<file path="src/protect_pkg.sv">
// Constants for the system protection monitors: register window, field
// positions, reset values and timing counts. Assumes a 250 MHz system clock.
// Contract
// - Registers sit in relocatable 4-Kbyte window
// - Base register answers at 0003FF00 CPU space
// - Config register: writable bits plus read-only status
// - Config bits steer freeze, show, selects, privilege
// - Reset status records latest reset cause
// - Bus monitor times every internal access
// - Four selectable external timeout limits
// - Timeout raises internal bus error only
// - External monitoring can be disabled
// - Halt from core forces system reset
// - Double fault reset can be disabled
// - No arbitration in acknowledge gives bus error
// - Watchdog expiry gives reset or level 7
// - Eight watchdog periods, watchdog can be disabled
// - Bus monitor limit spans 64 to 512 cycles
`default_nettype none
package protect_pkg;
   localparam int unsigned CLK_PERIOD_NS = 4;
   localparam logic [31:0] BASE_REG_ADDR = 32'h0003ff00;
   localparam logic [3:0] FC_CPU_SPACE = 4'h7;
   localparam int unsigned WIN_BITS = 12;
   localparam int unsigned FC_SUPV_BIT = 2;
   localparam int unsigned BASE_VALID_BIT = 0;
   // Register offsets inside the window
   localparam logic [11:0] OFS_CONFIG = 12'h000;
   localparam logic [11:0] OFS_RST_STATUS = 12'h004;
   localparam logic [11:0] OFS_PROTECT = 12'h008;
   localparam logic [11:0] OFS_SERVICE = 12'h00c;
   // Configuration fields
   localparam int unsigned CFG_IARB_LSB = 0;
   localparam int unsigned CFG_SUPV_BIT = 7;
   localparam int unsigned CFG_SHOW_LSB = 8;
   localparam int unsigned CFG_CSF_BIT = 12;
   localparam int unsigned CFG_FRZ_BIT = 14;
   localparam int unsigned CFG_AVEC_LSB = 16;
   localparam int unsigned CFG_ST_RST_BIT = 29;
   localparam int unsigned CFG_ST_CYC_BIT = 30;
   localparam int unsigned CFG_ST_WD_BIT = 31;
   localparam logic [31:0] CFG_WR_MASK = 32'h007f538f;
   localparam logic [31:0] CFG_RESET = 32'h0000000f;
   // Reset status bits
   localparam int unsigned RST_INSTR_BIT = 1;
   localparam int unsigned RST_LOC_BIT = 2;
   localparam int unsigned RST_DBF_BIT = 4;
   localparam int unsigned RST_SW_BIT = 5;
   localparam int unsigned RST_POW_BIT = 6;
   localparam int unsigned RST_EXT_BIT = 7;
   localparam logic [7:0] RST_STATUS_RESET = 8'h40;
   // Protection control fields
   localparam int unsigned PROT_SWT_LSB = 0;
   localparam int unsigned PROT_SWRI_BIT = 3;
   localparam int unsigned PROT_SWE_BIT = 4;
   localparam int unsigned PROT_DBFE_BIT = 5;
   localparam int unsigned PROT_BME_BIT = 6;
   localparam int unsigned PROT_BMT_LSB = 8;
   localparam logic [31:0] PROT_WR_MASK = 32'h0000037f;
   localparam logic [31:0] PROT_RESET = 32'h00000000;
   // Service keys and timing
   localparam logic [7:0] WD_KEY_ARM = 8'h55;
   localparam logic [7:0] WD_KEY_FIRE = 8'haa;
   localparam int unsigned BM_W = 10;
   localparam logic [9:0] BM_MIN_CYCLES = 10'h040;
   localparam logic [9:0] ARB_WIN_CYCLES = 10'h010;
   localparam int unsigned WD_W = 24;
   localparam logic [23:0] WD_BASE_DEFAULT = 24'h000200;
   localparam logic [9:0] RST_HOLD_CYCLES = 10'h200;
   localparam logic [2:0] IRQ_LEVEL_WD = 3'h7;
   typedef enum logic {WD_IDLE = 1'b0, WD_ARMED = 1'b1} wd_seq_type;
endpackage : protect_pkg
`default_nettype wire

</file>
<file path="src/sync2.sv">
// Two-flop synchroniser for pin-level inputs.
// Assumes inputs are quasi-static relative to clk_i.
`timescale 1ns/1ps
`default_nettype none
module sync2 #(
   parameter int unsigned W = 1
) (
   // Clock and reset
   input wire logic clk_i,
   input wire logic rst_n_i,
   // Data
   input wire logic [W-1:0] d_i,
   input wire logic [W-1:0] rst_val_i,
   output logic [W-1:0] q_o
);
   logic [W-1:0] meta_ff;
   logic [W-1:0] q_ff;

   always_ff @(posedge clk_i or negedge rst_n_i) begin
      if (!rst_n_i) begin
         meta_ff <= '0;
         q_ff <= '0;
      end else begin
         meta_ff <= d_i ^ rst_val_i;
         q_ff <= meta_ff;
      end
   end

   // Inverted storage keeps reset constant while idling at rst_val_i
   assign q_o = q_ff ^ rst_val_i;
endmodule : sync2
`default_nettype wire

</file>
<file path="src/cycle_timer.sv">
// Up-counter that pulses once when limit_i running cycles have passed.
// Assumes limit_i is nonzero and stable while running.
`timescale 1ns/1ps
`default_nettype none
module cycle_timer #(
   parameter int unsigned W = 10
) (
   // Clock and reset
   input wire logic clk_i,
   input wire logic rst_n_i,
   // Control
   input wire logic restart_i,
   input wire logic run_i,
   input wire logic [W-1:0] limit_i,
   output logic expired_o
);
   logic [W-1:0] cnt_ff;
   logic exp_ff;
   logic hit;

   assign hit = run_i && !restart_i && (cnt_ff == limit_i - W'(1));

   always_ff @(posedge clk_i or negedge rst_n_i) begin
      if (!rst_n_i) begin
         cnt_ff <= '0;
      end else if (restart_i || hit) begin
         cnt_ff <= '0;
      end else if (run_i) begin
         cnt_ff <= cnt_ff + W'(1);
      end
   end

   always_ff @(posedge clk_i or negedge rst_n_i) begin
      if (!rst_n_i) begin
         exp_ff <= 1'b0;
      end else begin
         exp_ff <= hit;
      end
   end

   assign expired_o = exp_ff;
endmodule : cycle_timer
`default_nettype wire

</file>
<file path="src/sys_protect.sv">
// System configuration and protection: register window, reset cause,
// bus monitor, spurious acknowledge check, double fault reset, watchdog.
// Assumes the core issues one bus cycle at a time on the same clock.
`timescale 1ns/1ps
`default_nettype none
module sys_protect #(
   parameter logic [23:0] WD_BASE_CYCLES = protect_pkg::WD_BASE_DEFAULT
) (
   // Clock and reset
   input wire logic clk_i,
   input wire logic rst_n_i,
   // Register port
   input wire logic [31:0] addr_i,
   input wire logic [3:0] function_code_bits_i,
   input wire logic [31:0] wdata_i,
   input wire logic wr_i,
   input wire logic rd_i,
   output logic [31:0] rdata_o,
   // Bus cycle supervision
   input wire logic cyc_start_i,
   input wire logic cyc_ext_i,
   input wire logic cyc_intack_i,
   input wire logic cyc_end_i,
   input wire logic intack_arb_i,
   input wire logic halt_i,
   output logic bus_err_o,
   output logic bus_error_pin_oe_o,
   // Reset sources and output
   input wire logic ext_rst_n_i,
   input wire logic clk_loss_i,
   input wire logic reset_instr_i,
   output logic sys_reset_o,
   // Watchdog interrupt
   output logic wd_irq_o,
   output logic [2:0] wd_irq_level_o,
   // Configuration outputs
   output logic [19:0] reg_base_o,
   output logic freeze_en_o,
   output logic [1:0] show_mode_o,
   output logic cs_func_o,
   output logic supv_only_o,
   output logic [3:0] iarb_o,
   output logic [6:0] autovec_o
);
   logic [19:0] base_address_field_ff;
   logic base_valid_ff;
   logic [31:0] module_config_reg_ff;
   logic [31:0] protect_ctrl_reg_ff;
   logic [7:0] reset_status_reg_ff;
   logic [31:0] rdata_ff;
   logic [31:0] rd_val;
   logic module_base_reg_hit;
   logic win_hit;
   logic priv_ok;
   logic cfg_sel;
   logic rst_sel;
   logic prot_sel;
   logic svc_sel;
   logic cyc_active_ff;
   logic cyc_ext_ff;
   logic cyc_intack_ff;
   logic arb_seen_ff;
   logic bus_err_ff;
   logic pin_oe_ff;
   logic bm_run;
   logic sp_run;
   logic bm_tmo;
   logic sp_tmo;
   logic [9:0] bm_limit;
   logic [1:0] pin_sync;
   logic ext_req;
   logic loc_req;
   logic dbf_req;
   logic sw_req;
   logic any_req;
   logic [9:0] rst_cnt_ff;
   logic [9:0] nxt_rst_cnt;
   logic sys_reset_ff;
   protect_pkg::wd_seq_type wd_seq_ff;
   logic wd_service;
   logic wd_tmo;
   logic wd_run;
   logic [23:0] wd_limit;
   logic wd_irq_ff;
   logic [2:0] wd_lvl_ff;
   logic swe;
   logic swri;
   logic dbfe;
   logic bme;

   assign swe = protect_ctrl_reg_ff[protect_pkg::PROT_SWE_BIT];
   assign swri = protect_ctrl_reg_ff[protect_pkg::PROT_SWRI_BIT];
   assign dbfe = protect_ctrl_reg_ff[protect_pkg::PROT_DBFE_BIT];
   assign bme = protect_ctrl_reg_ff[protect_pkg::PROT_BME_BIT];

   // Address decode
   assign priv_ok = !module_config_reg_ff[protect_pkg::CFG_SUPV_BIT]
                    || function_code_bits_i[protect_pkg::FC_SUPV_BIT];
   assign module_base_reg_hit = (function_code_bits_i == protect_pkg::FC_CPU_SPACE)
                     && (addr_i == protect_pkg::BASE_REG_ADDR);
   assign win_hit = (function_code_bits_i != protect_pkg::FC_CPU_SPACE) && base_valid_ff
                    && (addr_i[31:protect_pkg::WIN_BITS] == base_address_field_ff)
                    && priv_ok;
   assign cfg_sel = win_hit && (addr_i[11:0] == protect_pkg::OFS_CONFIG);
   assign rst_sel = win_hit && (addr_i[11:0] == protect_pkg::OFS_RST_STATUS);
   assign prot_sel = win_hit && (addr_i[11:0] == protect_pkg::OFS_PROTECT);
   assign svc_sel = win_hit && (addr_i[11:0] == protect_pkg::OFS_SERVICE);

   // Base register only alt_space_move on 4-Kbyte alignment
   always_ff @(posedge clk_i or negedge rst_n_i) begin
      if (!rst_n_i) begin
         base_address_field_ff <= 20'h00000;
         base_valid_ff <= 1'b0;
      end else if (wr_i && module_base_reg_hit) begin
         base_address_field_ff <= wdata_i[31:protect_pkg::WIN_BITS];
         base_valid_ff <= wdata_i[protect_pkg::BASE_VALID_BIT];
      end
   end

   always_ff @(posedge clk_i or negedge rst_n_i) begin
      if (!rst_n_i) begin
         module_config_reg_ff <= protect_pkg::CFG_RESET;
      end else if (wr_i && cfg_sel) begin
         module_config_reg_ff <= wdata_i & protect_pkg::CFG_WR_MASK;
      end
   end

   always_ff @(posedge clk_i or negedge rst_n_i) begin
      if (!rst_n_i) begin
         protect_ctrl_reg_ff <= protect_pkg::PROT_RESET;
      end else if (wr_i && prot_sel) begin
         protect_ctrl_reg_ff <= wdata_i & protect_pkg::PROT_WR_MASK;
      end
   end

   always_comb begin
      rd_val = 32'h00000000;
      if (module_base_reg_hit) begin
         rd_val = {base_address_field_ff, 11'h000, base_valid_ff};
      end else if (cfg_sel) begin
         rd_val = module_config_reg_ff;
         rd_val[protect_pkg::CFG_ST_WD_BIT] = swe;
         rd_val[protect_pkg::CFG_ST_CYC_BIT] = cyc_active_ff;
         rd_val[protect_pkg::CFG_ST_RST_BIT] = sys_reset_ff;
      end else if (rst_sel) begin
         rd_val = {24'h000000, reset_status_reg_ff};
      end else if (prot_sel) begin
         rd_val = protect_ctrl_reg_ff;
      end
   end

   // Unmapped or refused reads return zero
   always_ff @(posedge clk_i or negedge rst_n_i) begin
      if (!rst_n_i) begin
         rdata_ff <= 32'h00000000;
      end else begin
         rdata_ff <= rd_i ? rd_val : 32'h00000000;
      end
   end

   // Bus cycle tracking
   always_ff @(posedge clk_i or negedge rst_n_i) begin
      if (!rst_n_i) begin
         cyc_active_ff <= 1'b0;
         cyc_ext_ff <= 1'b0;
         cyc_intack_ff <= 1'b0;
      end else if (cyc_start_i) begin
         cyc_active_ff <= 1'b1;
         cyc_ext_ff <= cyc_ext_i;
         cyc_intack_ff <= cyc_intack_i;
      end else if (cyc_end_i || bm_tmo || sp_tmo) begin
         cyc_active_ff <= 1'b0;
      end
   end

   always_ff @(posedge clk_i or negedge rst_n_i) begin
      if (!rst_n_i) begin
         arb_seen_ff <= 1'b0;
      end else if (cyc_start_i) begin
         arb_seen_ff <= 1'b0;
      end else if (intack_arb_i) begin
         arb_seen_ff <= 1'b1;
      end
   end

   // Internal cycles always timed; external only when enabled
   assign bm_run = cyc_active_ff && !cyc_end_i && (!cyc_ext_ff || bme);
   assign bm_limit = protect_pkg::BM_MIN_CYCLES
                     << protect_ctrl_reg_ff[protect_pkg::PROT_BMT_LSB +: 2];
   // Spurious check has no enable on purpose
   assign sp_run = cyc_active_ff && cyc_intack_ff && !arb_seen_ff
                   && !intack_arb_i && !cyc_end_i;

   cycle_timer #(.W(protect_pkg::BM_W)) bus_mon_timer (
      .clk_i(clk_i),
      .rst_n_i(rst_n_i),
      .restart_i(cyc_start_i),
      .run_i(bm_run),
      .limit_i(bm_limit),
      .expired_o(bm_tmo)
   );

   cycle_timer #(.W(protect_pkg::BM_W)) spur_timer (
      .clk_i(clk_i),
      .rst_n_i(rst_n_i),
      .restart_i(cyc_start_i),
      .run_i(sp_run),
      .limit_i(protect_pkg::ARB_WIN_CYCLES),
      .expired_o(sp_tmo)
   );

   // Error goes to the core only; the pin driver stays off
   always_ff @(posedge clk_i or negedge rst_n_i) begin
      if (!rst_n_i) begin
         bus_err_ff <= 1'b0;
         pin_oe_ff <= 1'b0;
      end else begin
         bus_err_ff <= bm_tmo || sp_tmo;
         pin_oe_ff <= 1'b0;
      end
   end

   // Reset sources
   sync2 #(.W(2)) pin_sync_u (
      .clk_i(clk_i),
      .rst_n_i(rst_n_i),
      .d_i({clk_loss_i, ext_rst_n_i}),
      .rst_val_i(2'b01),
      .q_o(pin_sync)
   );

   assign ext_req = !pin_sync[0];
   assign loc_req = pin_sync[1];
   assign dbf_req = halt_i && dbfe;
   assign sw_req = wd_tmo && !swri;
   assign any_req = ext_req || loc_req || dbf_req || sw_req || reset_instr_i;

   // Pin held low keeps reloading, so hold runs on after release
   always_comb begin
      nxt_rst_cnt = rst_cnt_ff;
      if (any_req) begin
         nxt_rst_cnt = protect_pkg::RST_HOLD_CYCLES;
      end else if (rst_cnt_ff != 10'h000) begin
         nxt_rst_cnt = rst_cnt_ff - 10'h001;
      end
   end

   always_ff @(posedge clk_i or negedge rst_n_i) begin
      if (!rst_n_i) begin
         rst_cnt_ff <= 10'h000;
         sys_reset_ff <= 1'b0;
      end else begin
         rst_cnt_ff <= nxt_rst_cnt;
         sys_reset_ff <= (nxt_rst_cnt != 10'h000);
      end
   end

   // Power-up shows after por; later causes overwrite it
   always_ff @(posedge clk_i or negedge rst_n_i) begin
      if (!rst_n_i) begin
         reset_status_reg_ff <= protect_pkg::RST_STATUS_RESET;
      end else if (any_req) begin
         reset_status_reg_ff <= 8'h00;
         if (loc_req) begin
            reset_status_reg_ff[protect_pkg::RST_LOC_BIT] <= 1'b1;
         end else if (ext_req) begin
            reset_status_reg_ff[protect_pkg::RST_EXT_BIT] <= 1'b1;
         end else if (dbf_req) begin
            reset_status_reg_ff[protect_pkg::RST_DBF_BIT] <= 1'b1;
         end else if (sw_req) begin
            reset_status_reg_ff[protect_pkg::RST_SW_BIT] <= 1'b1;
         end else begin
            reset_status_reg_ff[protect_pkg::RST_INSTR_BIT] <= 1'b1;
         end
      end
   end

   // Watchdog service sequence; other writes may sit between keys
   always_ff @(posedge clk_i or negedge rst_n_i) begin
      if (!rst_n_i) begin
         wd_seq_ff <= protect_pkg::WD_IDLE;
      end else if (wr_i && svc_sel) begin
         unique case (wd_seq_ff)
            protect_pkg::WD_IDLE: begin
               if (wdata_i[7:0] == protect_pkg::WD_KEY_ARM) begin
                  wd_seq_ff <= protect_pkg::WD_ARMED;
               end
            end
            protect_pkg::WD_ARMED: begin
               if (wdata_i[7:0] == protect_pkg::WD_KEY_FIRE) begin
                  wd_seq_ff <= protect_pkg::WD_IDLE;
               end
            end
         endcase
      end
   end

   assign wd_service = wr_i && svc_sel && (wd_seq_ff == protect_pkg::WD_ARMED)
                       && (wdata_i[7:0] == protect_pkg::WD_KEY_FIRE);
   // Frozen while pending or resetting to avoid repeat expiries
   assign wd_run = swe && !wd_irq_ff && !sys_reset_ff;
   assign wd_limit = WD_BASE_CYCLES
                     << protect_ctrl_reg_ff[protect_pkg::PROT_SWT_LSB +: 3];

   cycle_timer #(.W(protect_pkg::WD_W)) wd_timer (
      .clk_i(clk_i),
      .rst_n_i(rst_n_i),
      .restart_i(wd_service || !swe),
      .run_i(wd_run),
      .limit_i(wd_limit),
      .expired_o(wd_tmo)
   );

   // Expiry wins over a service in the same cycle
   always_ff @(posedge clk_i or negedge rst_n_i) begin
      if (!rst_n_i) begin
         wd_irq_ff <= 1'b0;
         wd_lvl_ff <= 3'h0;
      end else if (wd_tmo && swri) begin
         wd_irq_ff <= 1'b1;
         wd_lvl_ff <= protect_pkg::IRQ_LEVEL_WD;
      end else if (wd_service || !swe) begin
         wd_irq_ff <= 1'b0;
         wd_lvl_ff <= 3'h0;
      end
   end

   assign rdata_o = rdata_ff;
   assign bus_err_o = bus_err_ff;
   assign bus_error_pin_oe_o = pin_oe_ff;
   assign sys_reset_o = sys_reset_ff;
   assign wd_irq_o = wd_irq_ff;
   assign wd_irq_level_o = wd_lvl_ff;
   assign reg_base_o = base_address_field_ff;
   assign freeze_en_o = module_config_reg_ff[protect_pkg::CFG_FRZ_BIT];
   assign show_mode_o = module_config_reg_ff[protect_pkg::CFG_SHOW_LSB +: 2];
   assign cs_func_o = module_config_reg_ff[protect_pkg::CFG_CSF_BIT];
   assign supv_only_o = module_config_reg_ff[protect_pkg::CFG_SUPV_BIT];
   assign iarb_o = module_config_reg_ff[protect_pkg::CFG_IARB_LSB +: 4];
   assign autovec_o = module_config_reg_ff[protect_pkg::CFG_AVEC_LSB +: 7];
endmodule : sys_protect
`default_nettype wire

</file>
<file path="config.mk">
export PLATFORM = sky130hd
export DESIGN_NAME = sys_protect
export DESIGN_NICKNAME = d
export VERILOG_FILES = /design/src/protect_pkg.sv /design/src/sync2.sv /design/src/cycle_timer.sv /design/src/sys_protect.sv
export SDC_FILE = /design/constraint.sdc
export NUM_CORES = 1
export LEC_CHECK = 0
export BUFFER_PORTS_ARGS = -buffer_cell sky130_fd_sc_hd__buf_4
export CELL_PAD_IN_SITES_DETAIL_PLACEMENT = 2
export CELL_PAD_IN_SITES_GLOBAL_PLACEMENT = 2
export CORE_MARGIN = 2
export CORE_UTILIZATION = 38
export CTS_CLUSTER_DIAMETER = 120
export DETAILED_ROUTE_END_ITERATION = 10
export GPL_TIMING_DRIVEN = 1
export PLACE_DENSITY_LB_ADDON = 0.1
export RECOVER_POWER = 50
export SLEW_MARGIN = 20
export SYNTH_ARGS = -nofsm -noshare
export SYNTH_HDL_FRONTEND = slang
export SYNTH_SLANG_ARGS = --single-unit
</file>
<file path="constraint.sdc">
create_clock -name clk_i -period 4.5 [get_ports clk_i]
set_input_delay 0.225 -clock clk_i [delete_from_list [all_inputs] [get_ports clk_i]]
set_output_delay 0.225 -clock clk_i [all_outputs]
set_load 0.02 [all_outputs]
</file>
==> out/qor.txt, run 1 <==
Clock buffer count from CTS = 17
CP Capture Type = async pin
Syn Area/Cell = 11.3 sq um
Hold Crit Class = input port to flop
Starting density of the core = 38.6%
Family with the most delay on the worst path = buffers and inverters
Setup bufs post-CTS = 0
Largest net degree at the start of global routing = 57
Die area = 20,000 sq um
Most frequent cells in the layout = dfrtp_1, buf_4, clkbuf_1
Critical Path Start Type = input port
WP data required = 5.00 ns
Area leader, netlist = dfrtp_1
Tot Pwr = 3.18 mW
Logic pwr share = 6.5%
Remaining DRCs = 0
Clock network power share = 50.0%
Post-synthesis mux area share = 9.20%
Vias in the first global route = 6,588
Pleak = 4.07 nW
Sequential fraction of the synthesis area = 52.8%
Post-DR wirelength/cell = 23.1 um
Largest stage delay, worst path = 2.21 ns
Fraction of the mapped netlist area in adder cells = 0.698%
Die width = 141 um
Remaining antenna violation count after routing = 0
DRT Wirelength = 23.9 mm
Post-synthesis cell area = 7170 sq um
Area delta synth->final = 24.8%
Cell Int Power = 2.40 mW
CTS tree = built
CTS sink cnt = 151
Tcrit/Tclk final = 75.1%
Crit path max fanout = 56
Status = finished, violations left
Layout cells sized above 1 = 23.7%
Tightest Pin Transition = 3.15 ns
CTS Root Cell = clkbuf_16
Slowest-stage cell, CP = clkbuf_1
H-tree Lvls = 4
Synth Area in Compound Gates = 6.46%
Design Area, Final = 8950 sq um
Antenna violations before repair = 0
Clk buf depth = 2
GRT Total Usage = 24.9%
Yosys warnings = 0
Maxcap violations = 1
Post-synth cell types = 61
# rows = 50
GR Overflow Total = 0
Placed cell areas = 8530 sq um
Critical-path cell list = dlygate4sd3_1 -> clkbuf_1 -> buf_4
Simple-Gate Fraction of Synth Area = 19.8%
Xor/xnor share of the synthesized area = 8.18%
Switching Fraction = 24.4%
Synth Flop Type = dfrtp_1
Clock latency on the worst-skew pair = 0.44 ns
Post-synth ARST share = 100%
PwrDens = 355 nW/um^2
Avg Vias per Cell = 5.56
Ant. Diodes = 0
Final net count = 873
Setup TNS = 0 ns
Count of final hold-check violations = 0
Failing checks = capacitance limit, slew limit
Psw = 776 uW
Final Util = 48.2%
Synth top area share = 51.0%
Die Y = 141 um
Dpl hpwl = 16.6 mm
Clk slew on worst S/H paths = 0.07 ns
Clock Skews = 0.00827 ns
1st-pass router iterations = 4
WS Path Type = input port to async pin
Leading cell types by total area after synthesis = dfrtp_1, mux2_2, xor2_1, nor2_1, xnor2_1
Slew headroom = -110%
Worst EP arrival = 3.88 ns
Synth Register Bits = 151
Post-synth EDFFs = 0
IO Port Bufs = 150
Initial DRC count = 237
Num ports = 156
Reg power frac = 43.5%
Final setup violation count = 0
FMAX = 296 MHz
Slew Limit Fails = 57
Gp weighted congestion = 0.842
Post-Synthesis Cells = 636
Largest family of logic cells by synthesized area = simple AND/OR/NAND/NOR gates
DR vias = 5,756
Crit path time final = 3.38 ns
Worst Path Buf+Inv = 3
CORE AREA = 18,600 sq um
RSZ-0062 raised after global routing = false
Fillers = 1,931
Commonest non-fill, non-tap cell in the layout = dfrtp_1
Peak VDD IR = 0.257 mV
First-pass GRT wire length = 37.9 mm
[timing repair]
action                                 in CTS  in global routing
endpoints found under the hold margin      56                  0
resized for setup                           0                  0
hold buffers                                3                  0
[layout make-up]
class	instances	area, sq um	area share (%)
Inverter	13	48.8	0.545
Tap cell	234	293	3.27
Sequential cell	151	3780	42.3
Multi-Input combinational cell	444	3220	36.0
Timing Repair Buffer	161	957	10.7
Clock buffer	17	425	4.75
Clock inverter	15	215	2.41
[kinds of logic (layout without fill, tap and decap cells)]
group,count (synthesis),in the layout
compound gates,61,61
other cells,1,3
mux,56,56
flops,151,151
buf+inv,43,206
fa+ha+maj,4,4
xor+xnor,67,67
simple gates,253,253
[worst reg2reg max path, cell delays in order (launching register included)]
cell	delay (ns)
dfrtp_1	0.45
inv_1	0.12
ha_1	0.26
nor3b_1	0.78
nand2_1	0.38
o31ai_1	0.46
a31oi_1	0.15
or4_1	0.59
[per-layer routing]
| layer | up-vias | track usage, % | wire, um |
|---|---|---|---|
| met5 | - | 0 | 0 |
| met4 | 0 | 7.32 | 426 |
| met3 | 28 | 4.96 | 932 |
| li1 | 2574 | - | - |
| met1 | 3023 | 30.0 | 9890 |
| met2 | 131 | 45.0 | 12700 |
[flip-flops by register name, indices dropped and copies added (netlist names), 6 cells and up]
| signal | cells |
|---|---|
| wd_timer.cnt_ff | 24 |
| bus_mon_timer.cnt_ff | 10 |
| protect_ctrl_reg_ff | 9 |
| spur_timer.cnt_ff | 10 |
| rdata_o | 30 |
| rst_cnt_ff | 10 |
| module_config_reg_ff | 16 |
| reset_status_reg_ff | 6 |
| reg_base_o | 20 |
[synthesized netlist by cell type, types with 6 or more instances]
cell	count
a21oi_1	10
a32o_1	13
and2_1	11
and3_1	9
buf_4	7
clkbuf_1	18
dfrtp_1	146
inv_1	13
mux2_2	39
mux2_4	10
mux2i_1	7
nand2_1	29
nand2b_1	6
nand3_1	17
nand4_1	16
nor2_1	64
nor3_1	33
nor4_1	16
nor4b_1	7
o21ai_0	8
or2_2	7
xnor2_1	26
xor2_1	41
[metrics by stage]
step | hold WS, ns | setup WS [ns] | cells
after floorplan | -0.0706 | 2.09 | 638
after global placement | 0.216 | 1.49 | 1000
after detailed placement | 0.226 | 1.38 | 1000
after CTS | 0.00202 | 1.21 | 1035
after global routing | 0.0133 | 0.527 | 1035
final | 0.0220 | 1.12 | 1035
[power groups by stage]
stage               registers (mW)  logic (mW)  clock network (mW)
floorplan                     1.40      0.0846                   0
finish                        1.38       0.206                1.59
CTS                           1.38       0.210                1.62
global route                  1.38       0.225                1.67
global placement              1.41       0.191                   0
detailed placement            1.41       0.200                   0
[path summary, 6_finish.rpt]
path	from	to	slack (ns)	depth (start not counted)
max	rst_n_i	cyc_ext_ff$_DFFE_PN0P_	1.12	3
min	cyc_intack_i	cyc_intack_ff$_DFFE_PN0P_	0.02	2
max reg2reg	rst_cnt_ff[0]$_DFF_PN0_	sys_reset_o$_DFF_PN0_	1.16	7
min reg2reg	pin_sync_u.meta_ff[0]$_DFF_PN0_	pin_sync_u.q_ff[0]$_DFF_PN0_	0.36	0
max in group clk_i	rst_cnt_ff[0]$_DFF_PN0_	sys_reset_o$_DFF_PN0_	1.16	7
min in group asynchronous	rst_n_i	rdata_o[13]$_DFF_PN0_	1.37	2
Note: power is estimated with default switching activity, not from simulation.
==> inputs of run 2 (changes only) <==
--- a/config.mk
+++ b/config.mk
@@ -9,7 +9,7 @@
 export CELL_PAD_IN_SITES_DETAIL_PLACEMENT = 2
 export CELL_PAD_IN_SITES_GLOBAL_PLACEMENT = 2
 export CORE_MARGIN = 2
-export CORE_UTILIZATION = 38
+export CORE_UTILIZATION = 32
 export CTS_CLUSTER_DIAMETER = 120
 export DETAILED_ROUTE_END_ITERATION = 10
 export GPL_TIMING_DRIVEN = 1
==> constraint.sdc (replaced) <==
create_clock -name clk_i -period 2.9 [get_ports clk_i]
set_input_delay 0.145 -clock clk_i [delete_from_list [all_inputs] [get_ports clk_i]]
set_output_delay 0.145 -clock clk_i [all_outputs]
set_load 0.02 [all_outputs]
==> run 2 against run 1 <==
The run still ends with capacitance limit, slew limit left. Hold slack worse by 0.0063 ns. Flip-flop and latch count unchanged. Worst setup slack got worse by 0.68 ns. Critical path depth is 2 higher. Largest power group unchanged. Highest routed layer unchanged.
==> out/qor.txt, run 2 (synthesis gave the netlist of run 1 again) <==
CORE AREA = 21,900 sq um (+18%)
Slowest-stage cell, CP = or4_4
Worst R2R Start = rst_cnt_ff[1]$_DFF_PN0_
Internal reg-to-reg setup slack = 0.44 ns (-0.72 ns)
Pleak = 4.34 nW (+6.9%)
Register area = 3780 sq um (unchanged)
Worst Path Buf+Inv = 0 (-3)
Die Y = 154 um (+8.7%)
Vias in the first global route = 6,552 (-0.55%)
WS Path Type = flop to flop
Ant. Diodes = 0 (unchanged)
GR Overflow Total = 0 (unchanged)
Remaining DRCs = 0 (unchanged)
Starting density of the core = 32.8% (-5.8 points)
RSZ-0062 raised after global routing = false
Clock latency on the worst-skew pair = 0.43 ns (about the same)
DR vias = 5,780 (+0.42%)
Tightest Pin Transition = 1.94 ns (-1.21 ns)
Die area = 23,600 sq um (+18%)
Hold EP = module_config_reg_ff[0]$_DFFE_PN1P_
# rows = 54 (+8.0%)
Final setup violation count = 0 (unchanged)
Final net count = 920 (+5.4%)
IO Port Bufs = 150 (unchanged)
Worst EP arrival = 2.74 ns (-1.14 ns)
Gp weighted congestion = 0.804 (-4.5%)
Worst r2r dst = sys_reset_o$_DFF_PN0_
Largest stage delay, worst path = 0.59 ns (-1.62 ns)
CTS Root Cell = clkbuf_16
DRT Wirelength = 23.8 mm (-0.55%)
Multi-input logic area = 3210 sq um (-0.43%)
CTS sink cnt = 151 (unchanged)
Clk buf depth = 2 (unchanged)
First-pass GRT wire length = 37.6 mm (-0.86%)
Hold path start = wdata_i[0]
CP Capture Type = flop
Fillers = 2,331 (+21%)
FMAX = 407 MHz
Failing checks = capacitance limit, slew limit
Worst hold stages = 2 (unchanged)
Avg Vias per Cell = 5.12 (-7.9%)
PwrDens = 523 nW/um^2 (+47%)
Hold Crit Class = input port to flop
GRT Total Usage = 20.5% (-4.4 points)
Max reg flops = 30 (unchanged)
Tcrit/Tclk final = 84.7%
Antenna violations before repair = 0 (unchanged)
Layout cells sized above 1 = 25.9% (+2.2 points)
Most frequent cells in the layout = dfrtp_1, buf_4, nor2_1
CTS tree = built
Family with the most delay on the worst path = simple AND/OR/NAND/NOR gates
Clk slew on worst S/H paths = 0.06 ns (about the same)
Final Worst Setup Slack = 0.444 ns (-0.677 ns)
Tot Pwr = 4.98 mW (+57%)
WP data required = 3.19 ns (-1.81 ns)
H-tree Lvls = 4 (unchanged)
Post-DR wirelength/cell = 21.1 um (-8.8%)
Remaining antenna violation count after routing = 0 (unchanged)
Count of final hold-check violations = 0 (unchanged)
Slew Limit Fails = 72 (+26%)
Crit path max fanout = 5 (-91%)
Worst r2r path cells = 5 (-2)
Initial DRC count = 151 (-36%)
Area delta synth->final = 32.6%
Die width = 154 um (+8.7%)
Critical Path Start Type = flop
Critical-path cell list = or4_4 -> or4b_1 -> nand2_1 -> o311ai_1 -> or4_1
Maxcap violations = 1 (unchanged)
Commonest non-fill, non-tap cell in the layout = dfrtp_1
Worst hold slack = 0.0157 ns (-0.00631 ns)
Dpl hpwl = 17.4 mm (+4.7%)
Status = finished, violations left
Setup TNS = 0 ns (unchanged)
Slew headroom = -29.2% (+81 points)
Peak VDD IR = 0.365 mV (+42%)
Resize count post-CTS = 0 (unchanged)
Num ports = 156 (unchanged)
Largest net degree at the start of global routing = 73 (+28%)
Pre-CTS WS = 0.471 ns (-0.909 ns)
Crit path time final = 2.46 ns
Clock buffer count from CTS = 17 (unchanged)
Clock Skews = 0.00913 ns (+0.000866 ns)
1st-pass router iterations = 4 (unchanged)
[run 2: area by class of cell]
type	instances	area share, %
sequential	151	39.8
multi-input combinational	444	33.7
timing repair buffer	208	15.5
clock buffer	21	4.74
tap	280	3.68
clock inverter	11	2.04
inverter	13	0.513
[run 2: worst max path at each step]
stage | start | end | slack, ns | depth (start not counted)
2_1_floorplan | wd_irq_level_o[1]$_DFFE_PN0P_ | wd_timer.cnt_ff[14]$_DFFE_PN0P_ | 0.49 | 6
4_1_cts | reg_base_o[2]$_DFFE_PN0P_ | protect_ctrl_reg_ff[8]$_DFFE_PN0P_ | 0.43 | 7
6_report | rst_cnt_ff[1]$_DFF_PN0_ | sys_reset_o$_DFF_PN0_ | 0.44 | 5
3_3_place_gp | reg_base_o[1]$_DFFE_PN0P_ | module_config_reg_ff[19]$_DFFE_PN0P_ | 0.50 | 6
3_5_place_dp | reg_base_o[11]$_DFFE_PN0P_ | module_config_reg_ff[18]$_DFFE_PN0P_ | 0.47 | 6
5_1_grt | reg_base_o[11]$_DFFE_PN0P_ | module_config_reg_ff[8]$_DFFE_PN0P_ | 0.29 | 6
[run 2: layer usage]
layer	global-route usage, %	vias up	wire length (um)
li1	-	2665	-
met2	37.2	98	12600
met1	24.9	2991	10200
met5	0	-	0
met3	3.61	26	545
met4	5.59	0	397
[run 2: power by group]
part	switching (mW)	internal (mW)	leakage, nW	total (mW)
sequential	0.0215	2.13	2.06	2.15
clock	0.912	1.56	0.312	2.47
combinational	0.186	0.174	1.98	0.360
total	1.12	3.86	4.34	4.98
[run 2: per-stage QoR]
| stage | std cells | instance area, sq um | util [%] |
|---|---|---|---|
| after global placement | 1058 | 8690 | 39.7 |
| after detailed placement | 1058 | 8690 | 39.7 |
| final | 1128 | 9510 | 43.4 |
| after global routing | 1128 | 9510 | 43.4 |
| after CTS | 1127 | 9700 | 44.3 |
| after floorplan | 638 | 7180 | - |
[run 2: repair_timing]
item	in CTS	in global routing
hold buffers	37	1
hold endpoints to repair	113	1
buffers inserted	0	0
==> inputs of run 3 (changes only) <==
==> constraint.sdc (replaced) <==
create_clock -name clk_i -period 2 [get_ports clk_i]
set_input_delay 0.1 -clock clk_i [delete_from_list [all_inputs] [get_ports clk_i]]
set_output_delay 0.1 -clock clk_i [all_outputs]
set_load 0.02 [all_outputs]
==> run 3 against run 2 <==
The run ends with capacitance limit, slew limit, setup timing left. Non-clock buffer count grew 89. Count of clock-buffer cells in the layout decreased by 3. Die area unchanged. Design area increased by 11%. Clock power grew 38%. Worst setup slack got worse by 0.70 ns. Sequential power grew 44%. Critical path depth grew 2. Utilization increased by 4.9 points. Cell count rose by 7.9%. Hold slack better by 0.030 ns. Critical path type unchanged. Largest power group unchanged. Highest routed layer unchanged.
==> out/qor.txt, run 3 (synthesis gave the netlist of run 1 again) <==
Status = finished, violations left
Failing checks = capacitance limit, slew limit, setup timing
Clk slew on worst S/H paths = 0.07 ns (about the same)
Avg Vias per Cell = 5.16 (+0.75%)
Worst EP arrival = 2.58 ns (-0.16 ns)
Critical-path cell list = xor2_1 -> nor4_2 -> buf_4 -> nand4_1 -> or3_1 -> buf_12 -> mux2_4
# rows = 54 (unchanged)
Vias in the first global route = 7,145 (+9.1%)
Peak VDD IR = 0.501 mV (+37%)
Slew Limit Fails = 67 (-6.9%)
Clock Skews = 0.00869 ns (-0.000444 ns)
DRT Wirelength = 26.7 mm (+12%)
Clock buffer count from CTS = 17 (unchanged)
Die width = 154 um (unchanged)
Placed cell areas = 9350 sq um (+7.7%)
Family with the most delay on the worst path = simple AND/OR/NAND/NOR gates
GR Overflow Total = 0 (unchanged)
Tightest Pin Transition = 1.82 ns (-0.119 ns)
Tcrit/Tclk final = 113% (+28 points)
Final net count = 1,009 (+9.7%)
Pleak = 5.05 nW (+16%)
First-pass GRT wire length = 41.8 mm (+11%)
Hold Crit Class = input port to flop
Count of final hold-check violations = 0 (unchanged)
Die Y = 154 um (unchanged)
H-tree Lvls = 4 (unchanged)
Layout cells sized above 1 = 41.7% (+16 points)
Commonest non-fill, non-tap cell in the layout = buf_4
Die area = 23,600 sq um (unchanged)
WP data required = 2.32 ns (-0.87 ns)
Remaining DRCs = 0 (unchanged)
IO Port Bufs = 150 (unchanged)
CTS tree = built
GRT Total Usage = 22.9% (+2.5 points)
Max reg flops = 30 (unchanged)
Worst Path Buf+Inv = 2 (+2)
PwrDens = 675 nW/um^2 (+29%)
Area delta synth->final = 47.7%
WS Path Type = flop to flop
RSZ-0062 raised after global routing = true
CORE AREA = 21,900 sq um (unchanged)
1st-pass router iterations = 4 (unchanged)
Maxcap violations = 1 (unchanged)
Critical Path Start Type = flop
Final setup violation count = 75 (+75)
Final Worst Setup Slack = -0.253 ns (-0.697 ns)
Crit path time final = 2.25 ns (-0.203 ns)
Largest net degree at the start of global routing = 67 (-8.2%)
Gp weighted congestion = 0.897 (+12%)
Antenna violations before repair = 0 (unchanged)
Design Area, Final = 10,600 sq um (+11%)
Largest stage delay, worst path = 0.44 ns (-0.15 ns)
CP Capture Type = flop
Fillers = 2,223 (-4.6%)
Slowest-stage cell, CP = dfrtp_2
Remaining antenna violation count after routing = 0 (unchanged)
Pre-CTS WS = -0.475 ns (-0.946 ns)
CTS sink cnt = 151 (unchanged)
Slew headroom = -21.3% (+7.9 points)
Clock latency on the worst-skew pair = 0.44 ns (about the same)
Starting density of the core = 32.8% (unchanged)
Clk buf depth = 2 (unchanged)
Tot Pwr = 7.15 mW (+44%)
Num ports = 156 (unchanged)
Crit path max fanout = 16 (+11)
FMAX = 444 MHz (+9.0%)
CTS Root Cell = clkbuf_16
DR vias = 6,283 (+8.7%)
Most frequent cells in the layout = buf_4, dfrtp_1, nor2_1
Post-DR wirelength/cell = 22.0 um (+4.2%)
Initial DRC count = 227 (+50%)
Ant. Diodes = 0 (unchanged)
Fin cells = 1,217 (+7.9%)
Dpl hpwl = 18.7 mm (+7.7%)
Setup TNS = -14.09 ns (-14.09 ns)
Cells after DPL = 1,135 (+7.3%)
## run 3: path summary, 6_finish.rpt
check                                                startpoint                                   end  slack [ns]  cells past startpoint
worst max-delay path                  reg_base_o[6]$_DFFE_PN0P_  module_config_reg_ff[21]$_DFFE_PN0P_       -0.25                      7
worst min-delay path                                  cyc_end_i             cyc_active_ff$_DFFE_PN0P_        0.05                      3
worst max register to register        reg_base_o[6]$_DFFE_PN0P_  module_config_reg_ff[21]$_DFFE_PN0P_       -0.25                      7
worst min register to register  pin_sync_u.meta_ff[0]$_DFF_PN0_          pin_sync_u.q_ff[0]$_DFF_PN0_        0.35                      0
max in group asynchronous                               rst_n_i         wd_irq_level_o[1]$_DFFE_PN0P_        0.10                      2
min in group asynchronous                               rst_n_i                 rdata_o[13]$_DFF_PN0_        0.67                      2
## run 3: power by group
part	leakage (nW)	internal, mW	total [mW]	switching, mW
clock network	0.291	1.98	3.40	1.42
logic	2.72	0.321	0.647	0.326
registers	2.05	3.08	3.10	0.0231
## run 3: repair_timing
item                                    in CTS  in global routing
cloned                                       1                  2
resized for setup                           26                 22
buffers inserted                             5                  4
hold buffers                                40                  0
hold endpoints to repair                   111                  0
pin swaps                                   12                 12
endpoints found under the setup margin      75                 92
## run 3: layout make-up
type                    instances  area (sq um)  share of cell area (%)
flip-flops and latches        151          3790                    35.8
multi-input cells             444          3410                    32.2
repair buffers                297          2390                    22.6
clock buffers                  18           429                    4.05
well taps                     280           350                    3.31
clock inverters                14           173                    1.63
inverters                      13          48.8                   0.461
## run 3: routing by layer
| layer | track usage, % | vias up | part of all wire (%) |
|---|---|---|---|
| li1 | - | 2838 | - |
| met4 | 5.20 | 0 | 1.2 |
| met5 | 0 | - | 0 |
| met3 | 4.17 | 20 | 3.0 |
| met1 | 27.4 | 3313 | 42 |
| met2 | 42.7 | 112 | 54 |
## run 3: worst reg2reg max path, delay by kind of cell (launching register included)
| family | cells | cell delay (ns) |
|---|---|---|
| and+or+nand+nor | 3 | 0.85 |
| DFF | 1 | 0.44 |
| buffers and inverters | 2 | 0.36 |
| xor gates and xnor gates | 1 | 0.17 |
| muxes | 1 | 0.32 |
## run 3: through the flow
stage          util [%]  hold slack, ns
2_1_floorplan         -          -0.196
3_3_place_gp       42.7           0.159
3_5_place_dp       42.7           0.167
4_1_cts            48.2          0.0334
5_1_grt            48.4          0.0447
6_report           48.4          0.0452
